==> src/rtl/HANDOVER_unused.sv <==
// Empty file: holds no code

==> src/rtl/sbpi_pkg.sv <==
// Constants, types and helpers shared by the system bus pin interface
package sbpi_pkg;

    localparam int SYS_HZ = 125_000_000;
    localparam int SYS_MHZ = 125;
    localparam int CARD_CLK_HZ = 8_000_000;

    localparam int ADDR_W = 21;
    localparam int DATA_W = 16;
    localparam int CHIP_W = 2;
    localparam int SEL_W = 4;
    localparam int BE_W = 2;
    localparam int CNT_W = 8;
    localparam int ACC_W = 28;

    localparam int BE_HI = 1;
    localparam int BE_LO = 0;

    // DRAM row comes from the upper address bits, column from the lower ones
    localparam int ROW_SHIFT = 10;
    localparam logic [ADDR_W-1:0] COL_MASK = 21'h0003ff;

    // Phase times in ns
    localparam int SETUP_NS = 30;
    localparam int STROBE_NS = 120;
    localparam int CAS_NS = 60;
    localparam int HOLD_NS = 16;

    // Least times round up to whole cycles
    function automatic int sbpiCycles(input int ns);
        sbpiCycles = (ns * SYS_MHZ + 999) / 1000;
        if (sbpiCycles < 1) begin
            sbpiCycles = 1;
        end
    endfunction : sbpiCycles

    localparam logic [CNT_W-1:0] SETUP_LAST = CNT_W'(sbpiCycles(SETUP_NS) - 1);
    localparam logic [CNT_W-1:0] STROBE_LAST = CNT_W'(sbpiCycles(STROBE_NS) - 1);
    localparam logic [CNT_W-1:0] CAS_LAST = CNT_W'(sbpiCycles(CAS_NS) - 1);
    localparam logic [CNT_W-1:0] HOLD_LAST = CNT_W'(sbpiCycles(HOLD_NS) - 1);

    localparam logic [ACC_W-1:0] ACC_STEP = ACC_W'(2 * CARD_CLK_HZ);
    localparam logic [ACC_W-1:0] ACC_WRAP = ACC_W'(SYS_HZ);

    localparam logic [SEL_W-1:0] SEL_NONE = 4'hf;
    localparam logic [SEL_W-1:0] SEL_ONE = 4'h1;

    typedef enum logic [2:0] {
        TGT_DRAM = 3'h0,
        TGT_ROM = 3'h1,
        TGT_LCD = 3'h2,
        TGT_CARD_IO = 3'h3,
        TGT_CARD_MEM = 3'h4
    } sbpi_target_e;

    // Gray sequence idle -> setup -> active -> finish -> idle
    typedef enum logic [2:0] {
        ST_IDLE = 3'h0,
        ST_SETUP = 3'h1,
        ST_ACTIVE = 3'h3,
        ST_FINISH = 3'h2
    } sbpi_state_e;

    function automatic logic sbpiTargetOk(input logic [2:0] t);
        sbpiTargetOk = (t <= TGT_CARD_MEM);
    endfunction : sbpiTargetOk

    // One-hot active-low select for a chip number
    function automatic logic [SEL_W-1:0] sbpiSelN(input logic [CHIP_W-1:0] chip);
        sbpiSelN = ~(SEL_ONE << chip);
    endfunction : sbpiSelN

endpackage : sbpi_pkg

==> src/rtl/sbpi_clk_if.sv <==
// Carrier for the card clock between the divider and the bus interface
`timescale 1ns/1ns
`default_nettype none

interface sbpi_clk_if;
    logic cardClk;
    modport gen (output cardClk);
    modport sink (input cardClk);
endinterface : sbpi_clk_if

`default_nettype wire

==> src/rtl/sbpi_card_clock.sv <==
// Card clock generator: fractional divider giving an exact 8 MHz average
`timescale 1ns/1ns
`default_nettype none

module sbpi_card_clock (
    input wire logic sys_clk,
    input wire logic rst_n,
    sbpi_clk_if.gen clkOut
);

    typedef struct packed {
        logic [sbpi_pkg::ACC_W-1:0] acc;
        logic clk;
    } sbpi_div_s;

    sbpi_div_s div_r;
    sbpi_div_s div_nxt;

    // 125/16 is not whole, so edges jitter by one cycle; the mean stays exact
    always_comb begin
        div_nxt = div_r;
        div_nxt.acc = div_r.acc + sbpi_pkg::ACC_STEP;
        if (div_nxt.acc >= sbpi_pkg::ACC_WRAP) begin
            div_nxt.acc = div_nxt.acc - sbpi_pkg::ACC_WRAP;
            div_nxt.clk = ~div_r.clk;
        end
    end

    always_ff @(posedge sys_clk or negedge rst_n) begin
        if (!rst_n) begin
            div_r <= '0;
        end else begin
            div_r <= div_nxt;
        end
    end

    assign clkOut.cardClk = div_r.clk;

endmodule : sbpi_card_clock

`default_nettype wire

==> src/rtl/sbpi_bus_iface.sv <==
// System bus pin interface: sequences one access at a time to DRAM, ROM, LCD or card
// Function
// - Every active-low pin is asserted low, driven and sampled that way.
// - Drive a 21-bit address bus to DRAM, ROM, LCD and card controller.
// - 16-bit two-way data bus carries write data out and read data in.
// - Display select is asserted for the whole of an LCD access.
// - Display read strobe asserted only during LCD reads.
// - Shared write strobe writes LCD when selected, otherwise flash.
// - LCD access, or card access without zero-wait, does not complete before ready is seen.
// - Four ROM selects; only the addressed ROM's select is asserted.
// - ROM read strobe asserted only during ROM reads.
// - One of four row strobes asserted while the row address is out.
// - Upper/lower column strobe per DRAM half while column address is out.
// - DRAM write strobe asserted only during DRAM writes.
// - Supply a continuous 8 MHz clock to the card controller.
// - High-byte enable asserted when upper data byte is valid for card.
// - Card I/O read and write strobes for card I/O port accesses.
// - Card memory read and write strobes for card memory accesses.
// - Zero-wait input low ends a card access without further waits.
// - Card interrupt input is captured as an interrupt request.
// - Card reset output asserted while the card controller is reset.
`timescale 1ns/1ns
`default_nettype none

module sbpi_bus_iface (
    input wire logic sys_clk,
    input wire logic rst_n,
    input wire logic reqValid,
    output logic reqReady,
    input wire logic [2:0] reqTarget,
    input wire logic reqWrite,
    input wire logic [sbpi_pkg::CHIP_W-1:0] reqChip,
    input wire logic [sbpi_pkg::BE_W-1:0] reqByteEn,
    input wire logic [sbpi_pkg::ADDR_W-1:0] reqAddr,
    input wire logic [sbpi_pkg::DATA_W-1:0] reqData,
    output logic ackValid,
    output logic [sbpi_pkg::DATA_W-1:0] ackData,
    input wire logic cardResetReq,
    output logic cardIrqReq,
    output logic [sbpi_pkg::ADDR_W-1:0] busAddr,
    input wire logic [sbpi_pkg::DATA_W-1:0] busDataIn,
    output logic [sbpi_pkg::DATA_W-1:0] busDataOut,
    output logic busDataOe,
    output logic display_select_n,
    output logic display_read_strobe_n,
    output logic shared_write_strobe_n,
    input wire logic display_card_ready,
    output logic [sbpi_pkg::SEL_W-1:0] boot_mem_select_n,
    output logic boot_mem_read_strobe_n,
    output logic [sbpi_pkg::SEL_W-1:0] dram_row_strobe_n,
    output logic dram_col_strobe_hi_n,
    output logic dram_col_strobe_lo_n,
    output logic dram_write_strobe_n,
    output logic card_clock_out,
    output logic card_high_byte_en_n,
    output logic card_io_read_n,
    output logic card_io_write_n,
    output logic card_mem_read_n,
    output logic card_mem_write_n,
    input wire logic card_no_wait_n,
    input wire logic cardIrq,
    output logic card_reset_out
);

    typedef struct packed {
        sbpi_pkg::sbpi_state_e st;
        logic [sbpi_pkg::CNT_W-1:0] cnt;
        logic [2:0] tgt;
        logic write;
        logic [sbpi_pkg::CHIP_W-1:0] chip;
        logic [sbpi_pkg::BE_W-1:0] be;
        logic [sbpi_pkg::ADDR_W-1:0] addr;
        logic [sbpi_pkg::DATA_W-1:0] wdata;
        logic rdy;
        logic ackV;
        logic [sbpi_pkg::DATA_W-1:0] ackD;
        logic [sbpi_pkg::ADDR_W-1:0] addrOut;
        logic [sbpi_pkg::DATA_W-1:0] dOut;
        logic dOe;
        logic dispSelN;
        logic dispRdN;
        logic shWrN;
        logic [sbpi_pkg::SEL_W-1:0] romSelN;
        logic romRdN;
        logic [sbpi_pkg::SEL_W-1:0] rasN;
        logic ucasN;
        logic lcasN;
        logic dramWrN;
        logic cardClk;
        logic shbN;
        logic ioRdN;
        logic ioWrN;
        logic memRdN;
        logic memWrN;
        logic irqReq;
        logic cardRst;
    } sbpi_core_s;

    localparam sbpi_core_s CORE_RESET = '{
        st: sbpi_pkg::ST_IDLE,
        cnt: '0,
        tgt: '0,
        write: 1'b0,
        chip: '0,
        be: '0,
        addr: '0,
        wdata: '0,
        rdy: 1'b1,
        ackV: 1'b0,
        ackD: '0,
        addrOut: '0,
        dOut: '0,
        dOe: 1'b0,
        dispSelN: 1'b1,
        dispRdN: 1'b1,
        shWrN: 1'b1,
        romSelN: sbpi_pkg::SEL_NONE,
        romRdN: 1'b1,
        rasN: sbpi_pkg::SEL_NONE,
        ucasN: 1'b1,
        lcasN: 1'b1,
        dramWrN: 1'b1,
        cardClk: 1'b0,
        shbN: 1'b1,
        ioRdN: 1'b1,
        ioWrN: 1'b1,
        memRdN: 1'b1,
        memWrN: 1'b1,
        irqReq: 1'b0,
        cardRst: 1'b0
    };

    sbpi_core_s core_r;
    sbpi_core_s core_nxt;

    sbpi_clk_if cardClkBus ();

    sbpi_card_clock cardClockGen (
        .sys_clk(sys_clk),
        .rst_n(rst_n),
        .clkOut(cardClkBus.gen)
    );

    always_comb begin
        logic finish;
        logic isDram;
        logic isRom;
        logic isLcd;
        logic isCio;
        logic isCmem;
        logic inAcc;
        logic strobe;
        logic rowPhase;
        finish = 1'b0;
        isDram = 1'b0;
        isRom = 1'b0;
        isLcd = 1'b0;
        isCio = 1'b0;
        isCmem = 1'b0;
        inAcc = 1'b0;
        strobe = 1'b0;
        rowPhase = 1'b0;
        core_nxt = core_r;
        core_nxt.ackV = 1'b0;
        core_nxt.cardClk = cardClkBus.cardClk;
        core_nxt.irqReq = cardIrq;
        core_nxt.cardRst = cardResetReq;

        case (core_r.st)
            sbpi_pkg::ST_IDLE: begin
                // Only one request in flight keeps the shared buses single-owner
                if (reqValid && sbpi_pkg::sbpiTargetOk(reqTarget)) begin
                    core_nxt.st = sbpi_pkg::ST_SETUP;
                    core_nxt.cnt = sbpi_pkg::SETUP_LAST;
                    core_nxt.tgt = reqTarget;
                    core_nxt.write = reqWrite;
                    core_nxt.chip = reqChip;
                    core_nxt.be = reqByteEn;
                    core_nxt.addr = reqAddr;
                    core_nxt.wdata = reqData;
                end
            end
            sbpi_pkg::ST_SETUP: begin
                if (core_r.cnt == '0) begin
                    core_nxt.st = sbpi_pkg::ST_ACTIVE;
                    if (core_r.tgt == sbpi_pkg::TGT_DRAM) begin
                        core_nxt.cnt = sbpi_pkg::CAS_LAST;
                    end else begin
                        core_nxt.cnt = sbpi_pkg::STROBE_LAST;
                    end
                end else begin
                    core_nxt.cnt = core_r.cnt - 1'b1;
                end
            end
            sbpi_pkg::ST_ACTIVE: begin
                case (core_r.tgt)
                    sbpi_pkg::TGT_LCD: begin
                        finish = (core_r.cnt == '0) && display_card_ready;
                    end
                    sbpi_pkg::TGT_CARD_IO, sbpi_pkg::TGT_CARD_MEM: begin
                        // Zero-wait cuts the strobe short even before the minimum width
                        finish = ((core_r.cnt == '0) && display_card_ready)
                            || !card_no_wait_n;
                    end
                    default: begin
                        finish = (core_r.cnt == '0);
                    end
                endcase
                if (finish) begin
                    core_nxt.st = sbpi_pkg::ST_FINISH;
                    core_nxt.cnt = sbpi_pkg::HOLD_LAST;
                    core_nxt.ackV = 1'b1;
                    if (!core_r.write) begin
                        core_nxt.ackD = busDataIn;
                    end
                end else if (core_r.cnt != '0) begin
                    core_nxt.cnt = core_r.cnt - 1'b1;
                end
            end
            sbpi_pkg::ST_FINISH: begin
                if (core_r.cnt == '0) begin
                    core_nxt.st = sbpi_pkg::ST_IDLE;
                end else begin
                    core_nxt.cnt = core_r.cnt - 1'b1;
                end
            end
            default: begin
                core_nxt.st = sbpi_pkg::ST_IDLE;
            end
        endcase

        // Pins follow the next state so every strobe comes straight from a flop
        inAcc = (core_nxt.st != sbpi_pkg::ST_IDLE);
        strobe = (core_nxt.st == sbpi_pkg::ST_ACTIVE);
        rowPhase = (core_nxt.st == sbpi_pkg::ST_SETUP);
        isDram = inAcc && (core_nxt.tgt == sbpi_pkg::TGT_DRAM);
        isRom = inAcc && (core_nxt.tgt == sbpi_pkg::TGT_ROM);
        isLcd = inAcc && (core_nxt.tgt == sbpi_pkg::TGT_LCD);
        isCio = inAcc && (core_nxt.tgt == sbpi_pkg::TGT_CARD_IO);
        isCmem = inAcc && (core_nxt.tgt == sbpi_pkg::TGT_CARD_MEM);

        core_nxt.rdy = !inAcc;
        if (isDram && rowPhase) begin
            core_nxt.addrOut = core_nxt.addr >> sbpi_pkg::ROW_SHIFT;
        end else if (isDram) begin
            core_nxt.addrOut = core_nxt.addr & sbpi_pkg::COL_MASK;
        end else begin
            core_nxt.addrOut = core_nxt.addr;
        end
        core_nxt.dOut = core_nxt.wdata;
        core_nxt.dOe = inAcc && core_nxt.write;

        core_nxt.dispSelN = !isLcd;
        core_nxt.dispRdN = !(isLcd && strobe && !core_nxt.write);
        core_nxt.shWrN = !((isLcd || isRom) && strobe && core_nxt.write);

        core_nxt.romSelN = isRom ? sbpi_pkg::sbpiSelN(core_nxt.chip) : sbpi_pkg::SEL_NONE;
        core_nxt.romRdN = !(isRom && strobe && !core_nxt.write);

        // Row strobe drops during finish so the DRAM precharges between accesses
        core_nxt.rasN = (isDram && (rowPhase || strobe)) ?
            sbpi_pkg::sbpiSelN(core_nxt.chip) : sbpi_pkg::SEL_NONE;
        core_nxt.ucasN = !(isDram && strobe && core_nxt.be[sbpi_pkg::BE_HI]);
        core_nxt.lcasN = !(isDram && strobe && core_nxt.be[sbpi_pkg::BE_LO]);
        core_nxt.dramWrN = !(isDram && strobe && core_nxt.write);

        core_nxt.shbN = !((isCio || isCmem) && core_nxt.be[sbpi_pkg::BE_HI]);
        core_nxt.ioRdN = !(isCio && strobe && !core_nxt.write);
        core_nxt.ioWrN = !(isCio && strobe && core_nxt.write);
        core_nxt.memRdN = !(isCmem && strobe && !core_nxt.write);
        core_nxt.memWrN = !(isCmem && strobe && core_nxt.write);
    end

    always_ff @(posedge sys_clk or negedge rst_n) begin
        if (!rst_n) begin
            core_r <= CORE_RESET;
        end else begin
            core_r <= core_nxt;
        end
    end

    // Active-low pins leave the struct unchanged: low means asserted
    assign reqReady = core_r.rdy;
    assign ackValid = core_r.ackV;
    assign ackData = core_r.ackD;
    assign cardIrqReq = core_r.irqReq;
    assign busAddr = core_r.addrOut;
    assign busDataOut = core_r.dOut;
    assign busDataOe = core_r.dOe;
    assign display_select_n = core_r.dispSelN;
    assign display_read_strobe_n = core_r.dispRdN;
    assign shared_write_strobe_n = core_r.shWrN;
    assign boot_mem_select_n = core_r.romSelN;
    assign boot_mem_read_strobe_n = core_r.romRdN;
    assign dram_row_strobe_n = core_r.rasN;
    assign dram_col_strobe_hi_n = core_r.ucasN;
    assign dram_col_strobe_lo_n = core_r.lcasN;
    assign dram_write_strobe_n = core_r.dramWrN;
    assign card_clock_out = core_r.cardClk;
    assign card_high_byte_en_n = core_r.shbN;
    assign card_io_read_n = core_r.ioRdN;
    assign card_io_write_n = core_r.ioWrN;
    assign card_mem_read_n = core_r.memRdN;
    assign card_mem_write_n = core_r.memWrN;
    assign card_reset_out = core_r.cardRst;

endmodule : sbpi_bus_iface

`default_nettype wire

==> config.mk <==
export PLATFORM = sky130hd
export DESIGN_NAME = sbpi_bus_iface
export DESIGN_NICKNAME = d
export VERILOG_FILES = /design/src/rtl/HANDOVER_unused.sv /design/src/rtl/sbpi_pkg.sv /design/src/rtl/sbpi_clk_if.sv /design/src/rtl/sbpi_card_clock.sv /design/src/rtl/sbpi_bus_iface.sv
export SDC_FILE = /design/constraint.sdc
export NUM_CORES = 1
export LEC_CHECK = 0
export ABC_AREA = 0
export BUFFER_PORTS_ARGS = -buffer_cell sky130_fd_sc_hd__buf_2
export CAP_MARGIN = 20
export CORE_MARGIN = 3
export CORE_UTILIZATION = 30
export CTS_CLUSTER_SIZE = 28
export DETAILED_ROUTE_END_ITERATION = 10
export PLACE_DENSITY = 0.51
export SLEW_MARGIN = 20
export SYNTH_ARGS = -nofsm -noshare
export SYNTH_HDL_FRONTEND = slang
export SYNTH_SLANG_ARGS = --single-unit
==> constraint.sdc <==
create_clock -name sys_clk -period 3.5 [get_ports sys_clk]
set_input_delay 0.35 -clock sys_clk [delete_from_list [all_inputs] [get_ports sys_clk]]
set_output_delay 0.35 -clock sys_clk [all_outputs]
set_load 0.005 [all_outputs]
# [Word-level counts from Yosys, hierarchy flattened]
# Cells that the tools add are included.
[word_totals] register_bits=148 latchBits=0 mem_bits_rw=0 romBits=0 input_bits=68 out_inout_bits=79 word_cells=135 mem_count=0
[classes] n_addsub=3 multipliers=0 n_div=0 order_cmp=2 eq_ne=15 shifts=1 muxes=22 bitwise_logic=3 n_reduce_logical=57
[op_table] cell="56-bit 2-to-1 mux" n=1
[op_table] cell="45-bit 2-to-1 mux" n=1
[op_table] cell="21-bit 2-to-1 mux" n=2
[op_table] cell="17-bit 2-to-1 mux" n=2
[op_table] cell="8-bit 2-to-1 mux" n=4
[op_table] cell="8-bit case mux with 4 select lines" n=1
[op_table] cell="29-bit 2-to-1 mux" n=1
[op_table] cell="28-bit by 24-bit adder with 28-bit output (second input constant)" n=1
[op_table] cell="28-bit by 27-bit >= comparator with 1-bit output (second input constant)" n=1
[op_table] cell="28-bit by 27-bit subtractor with 28-bit output (second input constant)" n=1
[op_table] cell="1-bit logical AND" n=27
[op_table] cell="3-bit by 2-bit == test with 1-bit output (second input constant)" n=7
[op_table] cell="16-bit 2-to-1 mux" n=1
[op_table] cell="1-bit logical NOT" n=15
[op_table] cell="4-bit 2-to-1 mux" n=3
[op_table] cell="3-bit case mux with 4 select lines" n=1
[op_table] cell="3-bit by 1-bit == test with 1-bit output (second input constant)" n=3
[op_table] cell="3-bit logical NOT" n=3
[op_table] cell="3-bit 2-to-1 mux" n=3
[op_table] cell="8-bit logical NOT" n=1
[op_table] cell="8-bit nonzero test" n=1
[op_table] cell="8-bit by 1-bit subtractor with 8-bit output (second input constant)" n=1
[op_table] cell="3-bit == test (second input constant)" n=2
[op_table] cell="1-bit logical OR" n=4
[op_table] cell="14 further kinds" n=16

# [Depth between registers and ports, before layout]
# Gate-level depths: netlist of the first run.
[logic_depth] ltp_word=13 ltp_mapped=13 ltp_nobuf=11

# [Modules after synthesis]
# A second synthesis of the first run with hierarchy kept.
[hier_totals] cells_unflattened=724 area_unflattened_um2=7347.0
[modules_own_cells] mod="sbpi_bus_iface" n_inst=1 cells_per_inst=503 area_per_inst_um2=5421.4 seq_area_each_um2=3004.1
[modules_own_cells] mod="sbpi_card_clock" n_inst=1 cells_per_inst=221 area_per_inst_um2=1925.6 seq_area_each_um2=575.6

# [Worst setup path before layout of the first run]
# Ideal clock, no wire load.
[synth_timing] path_kind="flip-flop to flip-flop" from="reg cardClockGen.div_r[11] (netlist bit)" to="reg cardClockGen.div_r[13] (netlist bit)" setup_ps=131 arrival_time_ps=2632 required_time_ps=3369 path_slack_ps=737 path_stages_with_launch=13 path_buffers=2 period_less_slack_ps=2763 path_cell_list="dfrtp_1 ha_1 a21o_1 or4b_4 a21oi_2 nor2_1 o21a_1 o21ai_4 and2_1 buf_6 buf_12 nand2_2 xnor2_2"
[synth_lines] element="from (decl)" line="sbpi_card_clock.sv:16" text="sbpi_div_s div_r;"
[synth_lines] element="from (signal assigned)" line="sbpi_card_clock.sv:33" text="div_r <= div_nxt;"

==> results of run 1 <==
worst paths after layout:
path / startpoint / to / slack [ps]
worst max-delay path: cardClockGen.div_r[11]$_DFF_PN0_ / cardClockGen.div_r[16]$_DFF_PN0_ / 310
worst min-delay path: rst_n / ackData[10]$_DFFE_PN0P_ / -30
worst max register to register: cardClockGen.div_r[11]$_DFF_PN0_ / cardClockGen.div_r[16]$_DFF_PN0_ / 310
worst min register to register: cardClockGen.clkOut.cardClk$_DFFE_PN0N_ / card_clock_out$_DFF_PN0_ / 400
max in group asynchronous: rst_n / boot_mem_select_n[2]$_DFF_PN1_ / 2720
min in group sys_clk: cardResetReq / card_reset_out$_DFF_PN0_ / 40
flip-flops by register name (all words and copies together) (netlist names), 4 cells and up:
register            cells
ackData                16
busAddr                21
core_r                 40
cardClockGen.div_r     22
busDataOut             16
dram_row_strobe_n       4
boot_mem_select_n       4
routing by layer:
metal	up-vias	GRT usage
met5	-	0
met4	0	0.0409
met3	9	0.0311
met2	126	0.205
met1	2333	0.172
li1	2391	-
layout make-up:
class                      count  share of cell area
tap                          280              0.0436
clock buffer                  20              0.0568
timing repair buffer         158               0.104
clock inverter                12              0.0142
sequential                   142               0.445
multi-input combinational    426               0.324
inverter                      26              0.0121
report_power, final:
part / switching (µW) / internal, µW
registers: 88.3 / 1860
logic: 355 / 265
clock network: 724 / 1020
critical path, cell delays in order (launching register included):
cell and delay [ps]:
sky130_fd_sc_hd__dfrtp_1 450, sky130_fd_sc_hd__ha_1 310, sky130_fd_sc_hd__a21o_1 270, sky130_fd_sc_hd__a211oi_2 270
sky130_fd_sc_hd__a22oi_1 110, sky130_fd_sc_hd__o21ai_0 300, sky130_fd_sc_hd__a32oi_1 220, sky130_fd_sc_hd__o21ai_4 290
sky130_fd_sc_hd__and2_1 320, sky130_fd_sc_hd__buf_4 270, sky130_fd_sc_hd__nand2_1 90, sky130_fd_sc_hd__xor2_1 150
per-stage QoR:
step                      hold WS (ps)  instance area [µm²]  instances  utilization  setup WS [ps]
after detailed placement           391                 7470       1032        0.337            347
after CTS                         8.77                 8040       1064        0.363            309
after global placement             378                 7470       1032        0.337            379
final                            -34.8                 8040       1064        0.363            306
after floorplan                   54.4                 6880        681            -            737
after global routing              11.8                 8040       1064        0.363           95.7
logic make-up after synthesis:
kind of cell             synth area share
AO/OA/AOI/OAI                      0.0929
XOR/XNOR                           0.0442
adder cells (fa/ha/maj)            0.0127
buffers and inverters               0.102
flip-flops                          0.520
multiplexers                       0.0644
other                            0.000545
AND/OR/NAND/NOR                     0.163
layout by cell type, fill, tap and decap left out, types with 4 or more instances in the layout:
cell type and instances:
sky130_fd_sc_hd__buf_2 145, sky130_fd_sc_hd__nand4_1 6, sky130_fd_sc_hd__nor3_1 10, sky130_fd_sc_hd__xnor2_1 19
sky130_fd_sc_hd__o21ai_0 22, sky130_fd_sc_hd__nand2_1 130, sky130_fd_sc_hd__inv_1 26, sky130_fd_sc_hd__clkbuf_16 17
sky130_fd_sc_hd__nand3_1 12, sky130_fd_sc_hd__mux2_2 26, sky130_fd_sc_hd__and2_1 4, sky130_fd_sc_hd__nand2_2 5
sky130_fd_sc_hd__buf_4 11, sky130_fd_sc_hd__mux2i_1 15, sky130_fd_sc_hd__dfstp_2 21, sky130_fd_sc_hd__o21a_1 5
sky130_fd_sc_hd__a21oi_1 26, sky130_fd_sc_hd__nor2_1 48, sky130_fd_sc_hd__xor2_1 12, sky130_fd_sc_hd__a31oi_1 4
sky130_fd_sc_hd__dfrtp_1 121, sky130_fd_sc_hd__nand2b_1 8, sky130_fd_sc_hd__ha_1 7
==> impl_summary.log, run 1 <==
INFO  metric clockBufferDepth = 2
INFO  metric fin_worst_skew = 9.87 ps
INFO  metric power.density = 536 mW/mm²
INFO  metric routed.top_layer = met4
INFO  metric tritoncts_clock_tree = done
INFO  metric detail_route.iter0.violations = 196
INFO  metric detail_route.wl_per_cell = 14.6 µm
INFO  metric cts-buffers-inserted = 17
INFO  metric route.detailed.vias_per_inst = 4.57
INFO  metric antenna_cells = 0
INFO  metric die_y = 157 µm
INFO  metric die_area = 0.0248 mm²
INFO  metric timing.reg2reg.worst_path_depth = 11
INFO  metric ant_nets = 0
INFO  metric whs = -34.8 ps
INFO  metric wire_length_of_the_first_global_routing_pass = 25000 µm
INFO  metric synth_enable_flop_cells = 0
INFO  metric root_buffer = sky130_fd_sc_hd__clkbuf_16
INFO  metric synth.cell_area = 0.00688 mm²
INFO  metric ys.flop_type = sky130_fd_sc_hd__dfrtp_1
INFO  metric route.vias.total = 4859
INFO  metric layout-area-overhead-vs-synth = 16.9%
INFO  metric setup_violations = 0
INFO  metric synth_nets = 756
INFO  metric report.power.total = 4310 µW
INFO  metric cts.sinks = 142
INFO  metric timing.setup.critical_path_class = reg -> reg
INFO  metric timing.final.max_slew_violations = 0
INFO  metric layout_worst_path_cycle_share = 0.912
INFO  metric yosysTopAreaCellShare = 0.440
INFO  metric global_route.usage.total = 0.128
INFO  metric syn_inst = 681
INFO  metric synth_top_cells_by_count = sky130_fd_sc_hd__nand2_1, sky130_fd_sc_hd__dfrtp_1, sky130_fd_sc_hd__buf_4, sky130_fd_sc_hd__nor2_1
INFO  metric post-synth-top-area-cell = sky130_fd_sc_hd__dfrtp_1
INFO  metric rsz_0062_raised_after_global_routing = false
INFO  metric arrival = 3470 ps
INFO  metric netlist-cell-type-count = 69
INFO  metric multiInputGateArea = 0.00260 mm²
INFO  metric cts_hold_repair.buffers = 0
INFO  metric coreArea = 0.0222 mm²
INFO  metric fin_tns_setup = 0 ps
INFO  metric cts_setup_buffers = 0
INFO  metric run_status = complete, but fails checks
INFO  metric wl = 15500 µm
INFO  metric synth.avg_cell_area = 10.1 µm²
INFO  metric top_count_cell_post_synth = sky130_fd_sc_hd__nand2_1
INFO  metric postSynthRegisterBits = 142
INFO  metric cp.required = 3780 ps
INFO  metric final.fill_count = 2247
INFO  metric num_io_pins = 147
INFO  metric yosysSeqAreaShare = 0.520
INFO  metric hold_crit_path_type = in -> async
INFO  metric maxSlewHeadroom = 0.485
INFO  metric antenna_found_initial = 0
INFO  metric die_span_x = 157 µm
INFO  metric met3_length = 765 µm
INFO  metric peak_supply_drop = 0.000295 V
INFO  metric max_slew.worst_pin.slew = 772 ps
INFO  metric clock.fmax = 0.313 GHz
INFO  metric synth_async_sr_flop_share = 1.00
INFO  metric clk_latency = 420 ps
INFO  metric final_weighted_congestion_in_routability_driven_placement = 0.827
INFO  metric grt_pass1_vias = 4745
INFO  metric max-cap-violations = 0
INFO  metric buffers_on_ports = 146
INFO  metric synthesis.yosys.warnings = 0
INFO  metric met2_length = 7240 µm
INFO  metric worst_setup_path_start_kind = flip-flop
INFO  metric post_synth_main_area_contributors = sky130_fd_sc_hd__dfrtp_1, sky130_fd_sc_hd__dfstp_2, sky130_fd_sc_hd__nand2_1, sky130_fd_sc_hd__buf_4, sky130_fd_sc_hd__mux2_2
INFO  metric dr.pass1.iters = 4
INFO  metric drt-met1-wl = 7370 µm
INFO  metric timing_hold_violations_final = 24
INFO  metric fin_crit = 3190 ps
INFO  metric number_of_instances_resized_during_post_cts_repair = 0
INFO  metric crit_path_end_kind = flip-flop
INFO  metric cts.clk_slew.worst_paths = 60 ps
INFO  metric initial_core_util = 0.310
INFO  metric leakage = 0.00386 µW
INFO  metric register_area = 0.00358 mm²
INFO  metric nNetsFinal = 846
INFO  metric grt_max_degree = 82
INFO  metric cts_htree_levels = 4
INFO  metric remaining_global_route_overflow = 0
INFO  metric failed_checks = hold timing
INFO  metric worstPathMaxFanout = 12
INFO  metric fp-row-count = 54
INFO  metric post_detailed_placement_half_perimeter_wirelength = 11100 µm
INFO  metric final_layout_size_suffix_gt1_frac = 0.329
INFO  metric drc = 0
No activity file was read; power rests on OpenSTA's default activity.
==> inputs of run 2 (changes only) <==
Settings changed: SYNTH_HIERARCHICAL set to 1.
==> impl_summary.log, run 2 <==
INFO  metric initial_core_util = 0.309 (was 0.310)
INFO  metric share_comb_of_total_power = 0.165 (was 0.144)
INFO  metric ant_nets = 0 (unchanged)
INFO  metric fin_worst_skew = 12.5 ps (was 9.87 ps)
INFO  metric max-cap-violations = 0 (unchanged)
INFO  metric nNetsFinal = 889 (was 846)
INFO  metric synth.cell_area = 0.00735 mm² (was 0.00688 mm²)
INFO  metric cts-buffers-inserted = 17 (unchanged)
INFO  metric top_count_cell_post_synth = sky130_fd_sc_hd__nand2_1 (unchanged)
INFO  metric syn_inst = 724 (was 681)
INFO  metric cts_hold_repair.buffers = 1 (was 0)
INFO  metric cts_setup_buffers = 0 (unchanged)
INFO  metric power.density = 535 mW/mm² (was 536 mW/mm²)
INFO  metric netSwitchingPower = 1290 µW (was 1170 µW)
INFO  metric buffers_on_ports = 146 (unchanged)
INFO  metric whs = 31.0 ps (was -34.8 ps)
INFO  metric grt_max_degree = 79 (was 82)
INFO  metric fin_crit = 3070 ps (was 3190 ps)
INFO  metric antenna_found_initial = 0 (unchanged)
INFO  metric route.vias.total = 5192 (was 4859)
INFO  metric largest_register_ff_count = 40 (unchanged)
INFO  metric cpPeakStageDelay = 520 ps (was 450 ps)
INFO  metric maxSlewHeadroom = 0.508 (was 0.485)
INFO  metric yosysTopAreaCellShare = 0.412 (was 0.440)
INFO  metric root_buffer = sky130_fd_sc_hd__clkbuf_16 (unchanged)
INFO  metric synth_enable_flop_cells = 0 (unchanged)
INFO  metric leakage = 0.00406 µW (was 0.00386 µW)
INFO  metric timing_hold_violations_final = 0 (was 24)
INFO  metric tritoncts_clock_tree = done (unchanged)
INFO  metric timing.final.max_slew_violations = 0 (unchanged)
INFO  metric post_synth_main_area_contributors = sky130_fd_sc_hd__dfrtp_1, sky130_fd_sc_hd__dfstp_2, sky130_fd_sc_hd__nand2_1, sky130_fd_sc_hd__buf_4, sky130_fd_sc_hd__mux2_2 (unchanged)
INFO  metric number_of_instances_resized_during_post_cts_repair = 0 (unchanged)
INFO  metric timing.reg2reg.worst_path_depth = 10 (was 11)
INFO  metric drc = 0 (unchanged)
INFO  metric netlist-cell-type-count = 91 (was 69)
INFO  metric cts_htree_levels = 4 (unchanged)
INFO  metric synth_top_cells_by_count = sky130_fd_sc_hd__nand2_1, sky130_fd_sc_hd__dfrtp_1, sky130_fd_sc_hd__buf_4, sky130_fd_sc_hd__nor2_1, sky130_fd_sc_hd__inv_1 (was sky130_fd_sc_hd__nand2_1, sky130_fd_sc_hd__dfrtp_1, sky130_fd_sc_hd__buf_4, sky130_fd_sc_hd__nor2_1)
INFO  metric num_io_pins = 147 (unchanged)
INFO  metric ys.flop_type = sky130_fd_sc_hd__dfrtp_1 (unchanged)
INFO  metric coreArea = 0.0238 mm² (was 0.0222 mm²)
INFO  metric grt_most_used_layer = met2 (unchanged)
INFO  metric antenna_cells = 0 (unchanged)
INFO  metric fin_tns_setup = 0 ps (unchanged)
INFO  metric switching_share = 0.281 (was 0.271)
INFO  metric worstReg2RegStart = cardClockGen/div_r[11]$_DFF_PN0_ (was cardClockGen.div_r[11]$_DFF_PN0_)
INFO  metric crit_chain = ha_1 > a21oi_4 > o21bai_2 > a211o_1 > a21oi_1 > o2111ai_2 > o21a_1 > or4_1 > nand3_1 > nor3_1 (was ha_1 > a21o_1 > a211oi_2 > a22oi_1 > o21ai_0 > a32oi_1 > o21ai_4 > and2_1 > buf_4 > nand2_1 > xor2_1)
INFO  metric gr-usage-met2 = 0.199 (was 0.205)
INFO  metric clock.fmax = 0.325 GHz (was 0.313 GHz)
INFO  metric reg2reg_setup_slack = 430 ps (was 310 ps)
INFO  metric arrival = 3360 ps (was 3470 ps)
INFO  metric layout-area-overhead-vs-synth = 16.7% (was 16.9%)
INFO  metric post_detailed_placement_half_perimeter_wirelength = 11800 µm (was 11100 µm)
INFO  metric remaining_global_route_overflow = 0 (unchanged)
INFO  metric crit_path_end = cardClockGen/div_r[23]$_DFF_PN0_ (was cardClockGen.div_r[16]$_DFF_PN0_)
INFO  metric crit_path_end_kind = flip-flop (unchanged)
INFO  metric synthesis.yosys.warnings = 6 (was 0)
INFO  metric worst_r2r_endpoint = cardClockGen/div_r[23]$_DFF_PN0_ (was cardClockGen.div_r[16]$_DFF_PN0_)
INFO  metric layout_worst_path_cycle_share = 0.878 (was 0.912)
INFO  metric final_layout_size_suffix_gt1_frac = 0.324 (was 0.329)
INFO  metric dr.pass1.iters = 4 (unchanged)
INFO  metric synth.avg_cell_area = 10.1 µm² (about the same)
INFO  metric max_slew.worst_pin.slew = 738 ps (was 772 ps)
INFO  metric layout.cells.most_common = sky130_fd_sc_hd__buf_2 (unchanged)
INFO  metric route.detailed.vias_per_inst = 4.53 (was 4.57)
INFO  metric synth_nets = 798 (was 756)
INFO  metric yosysSeqAreaShare = 0.487 (was 0.520)
INFO  metric clk_latency = 420 ps (about the same)
INFO  metric globalRouteMet1Util = 0.174 (was 0.172)
INFO  metric global_route.usage.total = 0.127 (was 0.128)
INFO  metric die_span_x = 162 µm (was 157 µm)
INFO  metric grt.met3_usage = 0.0346 (was 0.0311)
INFO  metric wire_length_of_the_first_global_routing_pass = 26600 µm (was 25000 µm)
INFO  metric grt_pass1_vias = 4975 (was 4745)
INFO  metric detail_route.iter0.violations = 309 (was 196)
INFO  metric power.share.sequential = 0.439 (was 0.452)
INFO  metric cp.required = 3790 ps (was 3780 ps)
INFO  metric timing.setup.critical_path_class = reg -> reg (unchanged)
INFO  metric worst_setup_path_start_kind = flip-flop (unchanged)
INFO  metric die_area = 0.0264 mm² (was 0.0248 mm²)
INFO  metric die_y = 162 µm (was 157 µm)
INFO  metric cts.clk_slew.worst_paths = 60 ps (about the same)
INFO  metric detail_route.wl_per_cell = 14.4 µm (was 14.6 µm)
INFO  metric cellInternalPower = 3300 µW (was 3150 µW)
INFO  metric fp-row-count = 56 (was 54)
INFO  metric cts.sinks = 142 (unchanged)
INFO  metric startpoint = cardClockGen/div_r[11]$_DFF_PN0_ (was cardClockGen.div_r[11]$_DFF_PN0_)
INFO  metric rsz_0062_raised_after_global_routing = false (unchanged)
INFO  metric largest_register = core_r (unchanged)
INFO  metric final_cell_mix = sky130_fd_sc_hd__buf_2, sky130_fd_sc_hd__nand2_1, sky130_fd_sc_hd__dfrtp_1, sky130_fd_sc_hd__nor2_1, sky130_fd_sc_hd__inv_1 (was sky130_fd_sc_hd__buf_2, sky130_fd_sc_hd__nand2_1, sky130_fd_sc_hd__dfrtp_1, sky130_fd_sc_hd__nor2_1)
INFO  metric worstPathMaxFanout = 9 (was 12)
INFO  metric post-synth-top-area-cell = sky130_fd_sc_hd__dfrtp_1 (unchanged)
INFO  metric clkPwrFrac = 0.396 (was 0.405)
INFO  metric wl = 16600 µm (was 15500 µm)
INFO  metric clockBufferDepth = 2 (unchanged)
INFO  metric setup_violations = 0 (unchanged)
INFO  metric synth_async_sr_flop_share = 1.00 (unchanged)
INFO  metric run_status = complete, no violations (was complete, but fails checks)
INFO  metric timing.critical_path.slowest_stage_cell = sky130_fd_sc_hd__or4_1 (was sky130_fd_sc_hd__dfrtp_1)
INFO  metric postSynthRegisterBits = 142 (unchanged)
INFO  metric hold_crit_path_type = in -> reg (was in -> async)
INFO  metric peak_supply_drop = 0.000279 V (was 0.000295 V)
INFO  metric final_weighted_congestion_in_routability_driven_placement = 0.799 (was 0.827)
run 2: cell types whose count changed after synthesis, moves of 7 or more:
cell	before	now
sky130_fd_sc_hd__nor2b_1	2	9
sky130_fd_sc_hd__nand2_1	130	140
sky130_fd_sc_hd__a21oi_1	26	15
sky130_fd_sc_hd__nand3_1	12	19
sky130_fd_sc_hd__and3_1	1	9
sky130_fd_sc_hd__nor2_1	48	37
sky130_fd_sc_hd__buf_2	7	15
sky130_fd_sc_hd__mux2_4	0	10
sky130_fd_sc_hd__mux2_2	26	17
run 2: power by group through the flow:
stage / registers, µW / logic (µW) / clock network, µW
6_report: 2010 / 759 / 1820
5_1_grt: 2040 / 858 / 1950
4_1_cts: 2020 / 779 / 1880
3_5_place_dp: 2040 / 775 / 0
3_3_place_gp: 2040 / 770 / 0
2_1_floorplan: 2000 / 640 / 0
run 2: cell type report:
| class | count | area [µm²] |
|---|---|---|
| fillers | 2384 | 15200 |
| flip-flops and latches | 142 | 3580 |
| multi-input cells | 464 | 3040 |
| repair buffers | 162 | 862 |
| clock buffers | 20 | 447 |
| well taps | 319 | 399 |
| clock inverters | 12 | 136 |
| inverters | 28 | 105 |
run 2: logic make-up (layout without fill, tap and decap cells):
group,after synthesis,after routing,share of synthesized area
flip-flops,142,142,0.487
AO/OA/AOI/OAI,95,95,0.0986
multiplexers,41,41,0.0657
XOR/XNOR,34,34,0.0436
other,1,1,0.000510
adder cells (fa/ha/maj),6,6,0.0102
AND/OR/NAND/NOR,287,287,0.195
buffers and inverters,118,222,0.0993
run 2: metal layers:
metal / wire length [µm] / vias up
met5: 0 / -
met4: 104 / 0
met3: 727 / 6
met2: 7670 / 103
met1: 8060 / 2497
li1: - / 2586
run 2: worst min path at each step:
stage                                             from                  endpoint  slack [ps]  cells after the start
2_1_floorplan                                    rst_n    ackData[0]$_DFFE_PN0P_          50                      0
3_3_place_gp   cardClockGen/clkOut.cardClk$_DFFE_PN0P_  card_clock_out$_DFF_PN0_         430                      0
3_5_place_dp   cardClockGen/clkOut.cardClk$_DFFE_PN0P_  card_clock_out$_DFF_PN0_         420                      0
4_1_cts                                   cardResetReq  card_reset_out$_DFF_PN0_           3                      1
5_1_grt                                        cardIrq      cardIrqReq$_DFF_PN0_          10                      1
6_report                                       cardIrq      cardIrqReq$_DFF_PN0_          30                      1
run 2: stage by stage:
step	std cells	power [µW]	worst slack [ps]	utilization	cell area [µm²]
3_3_place_gp	1113	2810	493	0.336	7970
4_1_cts	1146	4680	431	0.361	8560
5_1_grt	1147	4850	177	0.361	8570
6_report	1147	4590	426	0.361	8570
3_5_place_dp	1113	2820	441	0.336	7970
2_1_floorplan	724	2640	832	-	7350
run 2: worst max-delay path, delay by kind of cell (launching register included):
kind	cells	cell delay, ps
AOI/OAI and AO/OA	6	1450
and+or+nand+nor	3	660
DFF	1	490
adders and majority gates	1	340
==> inputs of run 3 (changes only) <==
Clock period 3.5 ns to 2.91 ns, I/O delays scaled along.
==> impl_summary.log, run 3 (synthesis results as in run 2) <==
INFO  metric run_status = complete, no violations (unchanged)
INFO  metric grt_most_used_layer = met2 (unchanged)
INFO  metric timing.hold.worst.start = reqData[11] (was cardIrq)
INFO  metric final_weighted_congestion_in_routability_driven_placement = 0.787 (was 0.799)
INFO  metric initial_core_util = 0.309 (unchanged)
INFO  metric cp_num_buf_inv = 0 (unchanged)
INFO  metric antenna_cells = 0 (unchanged)
INFO  metric power.density = 653 mW/mm² (was 535 mW/mm²)
INFO  metric setup_violations = 0 (unchanged)
INFO  metric layout.core_utilization = 0.369 (was 0.361)
INFO  metric timing.critical_path.slowest_stage_cell = sky130_fd_sc_hd__or4_1 (unchanged)
INFO  metric tritoncts_clock_tree = done (unchanged)
INFO  metric cp.required = 3200 ps (was 3790 ps)
INFO  metric clock.fmax = 0.373 GHz (was 0.325 GHz)
INFO  metric largest_register = core_r (unchanged)
INFO  metric cpPeakStageDelay = 500 ps (was 520 ps)
INFO  metric coreArea = 0.0238 mm² (unchanged)
INFO  metric timing.final.max_slew_violations = 0 (unchanged)
INFO  metric cts-buffers-inserted = 17 (unchanged)
INFO  metric die_area = 0.0264 mm² (unchanged)
INFO  metric die_y = 162 µm (unchanged)
INFO  metric cell_repeated_most_along_the_worst_path = sky130_fd_sc_hd__nor3_1
INFO  metric global_route.usage.total = 0.128 (was 0.127)
INFO  metric largest_register_ff_count = 40 (unchanged)
INFO  metric wire_length_of_the_first_global_routing_pass = 27100 µm (was 26600 µm)
INFO  metric post_detailed_placement_half_perimeter_wirelength = 11900 µm (was 11800 µm)
INFO  metric die_span_x = 162 µm (unchanged)
INFO  metric worstPathMaxFanout = 5 (was 9)
INFO  metric reg2reg_setup_slack = 230 ps (was 430 ps)
INFO  metric final_cell_mix = sky130_fd_sc_hd__buf_2, sky130_fd_sc_hd__nand2_1, sky130_fd_sc_hd__dfrtp_1, sky130_fd_sc_hd__nor2_1, sky130_fd_sc_hd__inv_1 (unchanged)
INFO  metric cts.sinks = 142 (unchanged)
INFO  metric rsz_0062_raised_after_global_routing = false (unchanged)
INFO  metric timing_hold_violations_final = 0 (unchanged)
INFO  metric root_buffer = sky130_fd_sc_hd__clkbuf_16 (unchanged)
INFO  metric worst_setup_path_start_kind = flip-flop (unchanged)
INFO  metric clkPwrFrac = 0.416 (was 0.396)
INFO  metric cts_htree_levels = 4 (unchanged)
INFO  metric placed_area = 0.00809 mm² (was 0.00797 mm²)
INFO  metric leakage = 0.00414 µW (was 0.00406 µW)
INFO  metric fp-row-count = 56 (unchanged)
INFO  metric remaining_global_route_overflow = 0 (unchanged)
INFO  metric layout-area-overhead-vs-synth = 19.4% (was 16.7%)
INFO  metric report.power.total = 5720 µW (was 4590 µW)
INFO  metric power.share.sequential = 0.423 (was 0.439)
INFO  metric route.detailed.vias_per_inst = 4.58 (was 4.53)
INFO  metric num_io_pins = 147 (unchanged)
INFO  metric dr.pass1.iters = 4 (unchanged)
INFO  metric detail_route.iter0.violations = 351 (was 309)
INFO  metric wl = 16700 µm (was 16600 µm)
INFO  metric nNetsFinal = 901 (was 889)
INFO  metric crit_path_end_kind = flip-flop (unchanged)
INFO  metric worstReg2RegStart = cardClockGen/div_r[11]$_DFF_PN0_ (unchanged)
INFO  metric path_delay_family = simple AND/OR/NAND/NOR gates (was compound AO/OA/AOI/OAI gates)
INFO  metric switching_share = 0.278 (was 0.281)
INFO  metric layout.cells.most_common = sky130_fd_sc_hd__buf_2 (unchanged)
INFO  metric cts.clk_slew.worst_paths = 60 ps (about the same)
INFO  metric hold_crit_path_type = in -> reg (unchanged)
INFO  metric fin_tns_setup = 0 ps (unchanged)
INFO  metric final_layout_size_suffix_gt1_frac = 0.338 (was 0.324)
INFO  metric grt_max_degree = 66 (was 79)
INFO  metric ant_nets = 0 (unchanged)
INFO  metric crit_chain = ha_1 > and2_1 > a2111oi_2 > o32ai_1 > a21oi_1 > nor3_1 > o21a_1 > or4_1 > nand3_1 > nor3_1 (was ha_1 > a21oi_4 > o21bai_2 > a211o_1 > a21oi_1 > o2111ai_2 > o21a_1 > or4_1 > nand3_1 > nor3_1)
INFO  metric clk_latency = 430 ps (was 420 ps)
INFO  metric drc = 0 (unchanged)
INFO  metric max-cap-violations = 0 (unchanged)
INFO  metric detail_route.wl_per_cell = 14.4 µm (about the same)
INFO  metric cellInternalPower = 4130 µW (was 3300 µW)
INFO  metric grt_pass1_vias = 5213 (was 4975)
INFO  metric globalRouteMet1Util = 0.178 (was 0.174)
INFO  metric arrival = 2980 ps (was 3360 ps)
INFO  metric fin_crit = 2680 ps (was 3070 ps)
INFO  metric fin_worst_skew = 15.8 ps (was 12.5 ps)
INFO  metric grt.met3_usage = 0.0315 (was 0.0346)
INFO  metric gr-usage-met2 = 0.196 (was 0.199)
INFO  metric clockBufferDepth = 2 (unchanged)
INFO  metric maxSlewHeadroom = 0.534 (was 0.508)
INFO  metric timing.setup.critical_path_class = reg -> reg (unchanged)
INFO  metric route.vias.total = 5311 (was 5192)
INFO  metric layout_worst_path_cycle_share = 0.921 (was 0.878)
INFO  metric share_comb_of_total_power = 0.161 (was 0.165)
INFO  metric netSwitchingPower = 1590 µW (was 1290 µW)
INFO  metric buffers_on_ports = 146 (unchanged)
INFO  metric startpoint = cardClockGen/div_r[11]$_DFF_PN0_ (unchanged)
INFO  metric fin_area = 0.00877 mm² (was 0.00857 mm²)
INFO  metric max_slew.worst_pin.slew = 694 ps (was 738 ps)
INFO  metric peak_supply_drop = 0.000264 V (was 0.000279 V)
INFO  metric antenna_found_initial = 0 (unchanged)
## run 3: stage by stage
step                setup slack (ps)  hold WS, ps  instances
finish                           229         52.2       1159
global route                    13.0         47.3       1159
CTS                              106         29.3       1159
detailed placement               115          324       1124
global placement                 145          328       1124
floorplan                        242        -4.59        724
## run 3: timing repair
action	in CTS	in global routing
hold buffers	3	0
setup endpoints to repair	0	6
buffers inserted	0	0
endpoints found under the hold margin	44	0
gates resized for setup	0	5
## run 3: path summary, 6_finish.rpt
kind | to | cells past startpoint
worst min register to register | card_clock_out$_DFF_PN0_ | 0
max in group asynchronous | busDataOut[1]$_DFFE_PN0P_ | 3
worst max-delay path | cardClockGen/div_r[23]$_DFF_PN0_ | 10
min in group asynchronous | busAddr[13]$_DFF_PN0_ | 2
worst min-delay path | busDataOut[11]$_DFFE_PN0P_ | 3
worst max register to register | cardClockGen/div_r[23]$_DFF_PN0_ | 10
## run 3: metal layers
layer / routed length, µm / up-vias / part of all wire
met5: 0 / - / 0
met4: 223 / 0 / 0.013
met3: 945 / 18 / 0.057
met2: 7420 / 128 / 0.44
met1: 8120 / 2547 / 0.49
li1: - / 2618 / -
## run 3: area by class of cell
cell class | count | area (µm²)
multi-input combinational | 464 | 3060
clock buffer | 17 | 425
clock inverter | 15 | 210
tap | 319 | 399
fill | 2354 | 15000
sequential | 142 | 3580
inverter | 28 | 105
timing repair buffer | 174 | 992
## run 3: worst reg2reg max path, stage by stage, from the launching register on
cell,delay (ps)
sky130_fd_sc_hd__dfrtp_1,380
sky130_fd_sc_hd__ha_1,290
sky130_fd_sc_hd__and2_1,220
sky130_fd_sc_hd__a2111oi_2,350
sky130_fd_sc_hd__o32ai_1,140
sky130_fd_sc_hd__a21oi_1,220
sky130_fd_sc_hd__nor3_1,100
sky130_fd_sc_hd__o21a_1,220
sky130_fd_sc_hd__or4_1,500
sky130_fd_sc_hd__nand3_1,90
sky130_fd_sc_hd__nor3_1,50
## run 3: power groups by stage
stage | combinational (µW) | clock, µW | sequential, µW
floorplan | 769 | 0 | 2410
global placement | 932 | 0 | 2450
detailed placement | 934 | 0 | 2460
CTS | 942 | 2460 | 2420
global route | 1040 | 2550 | 2460
finish | 920 | 2380 | 2420
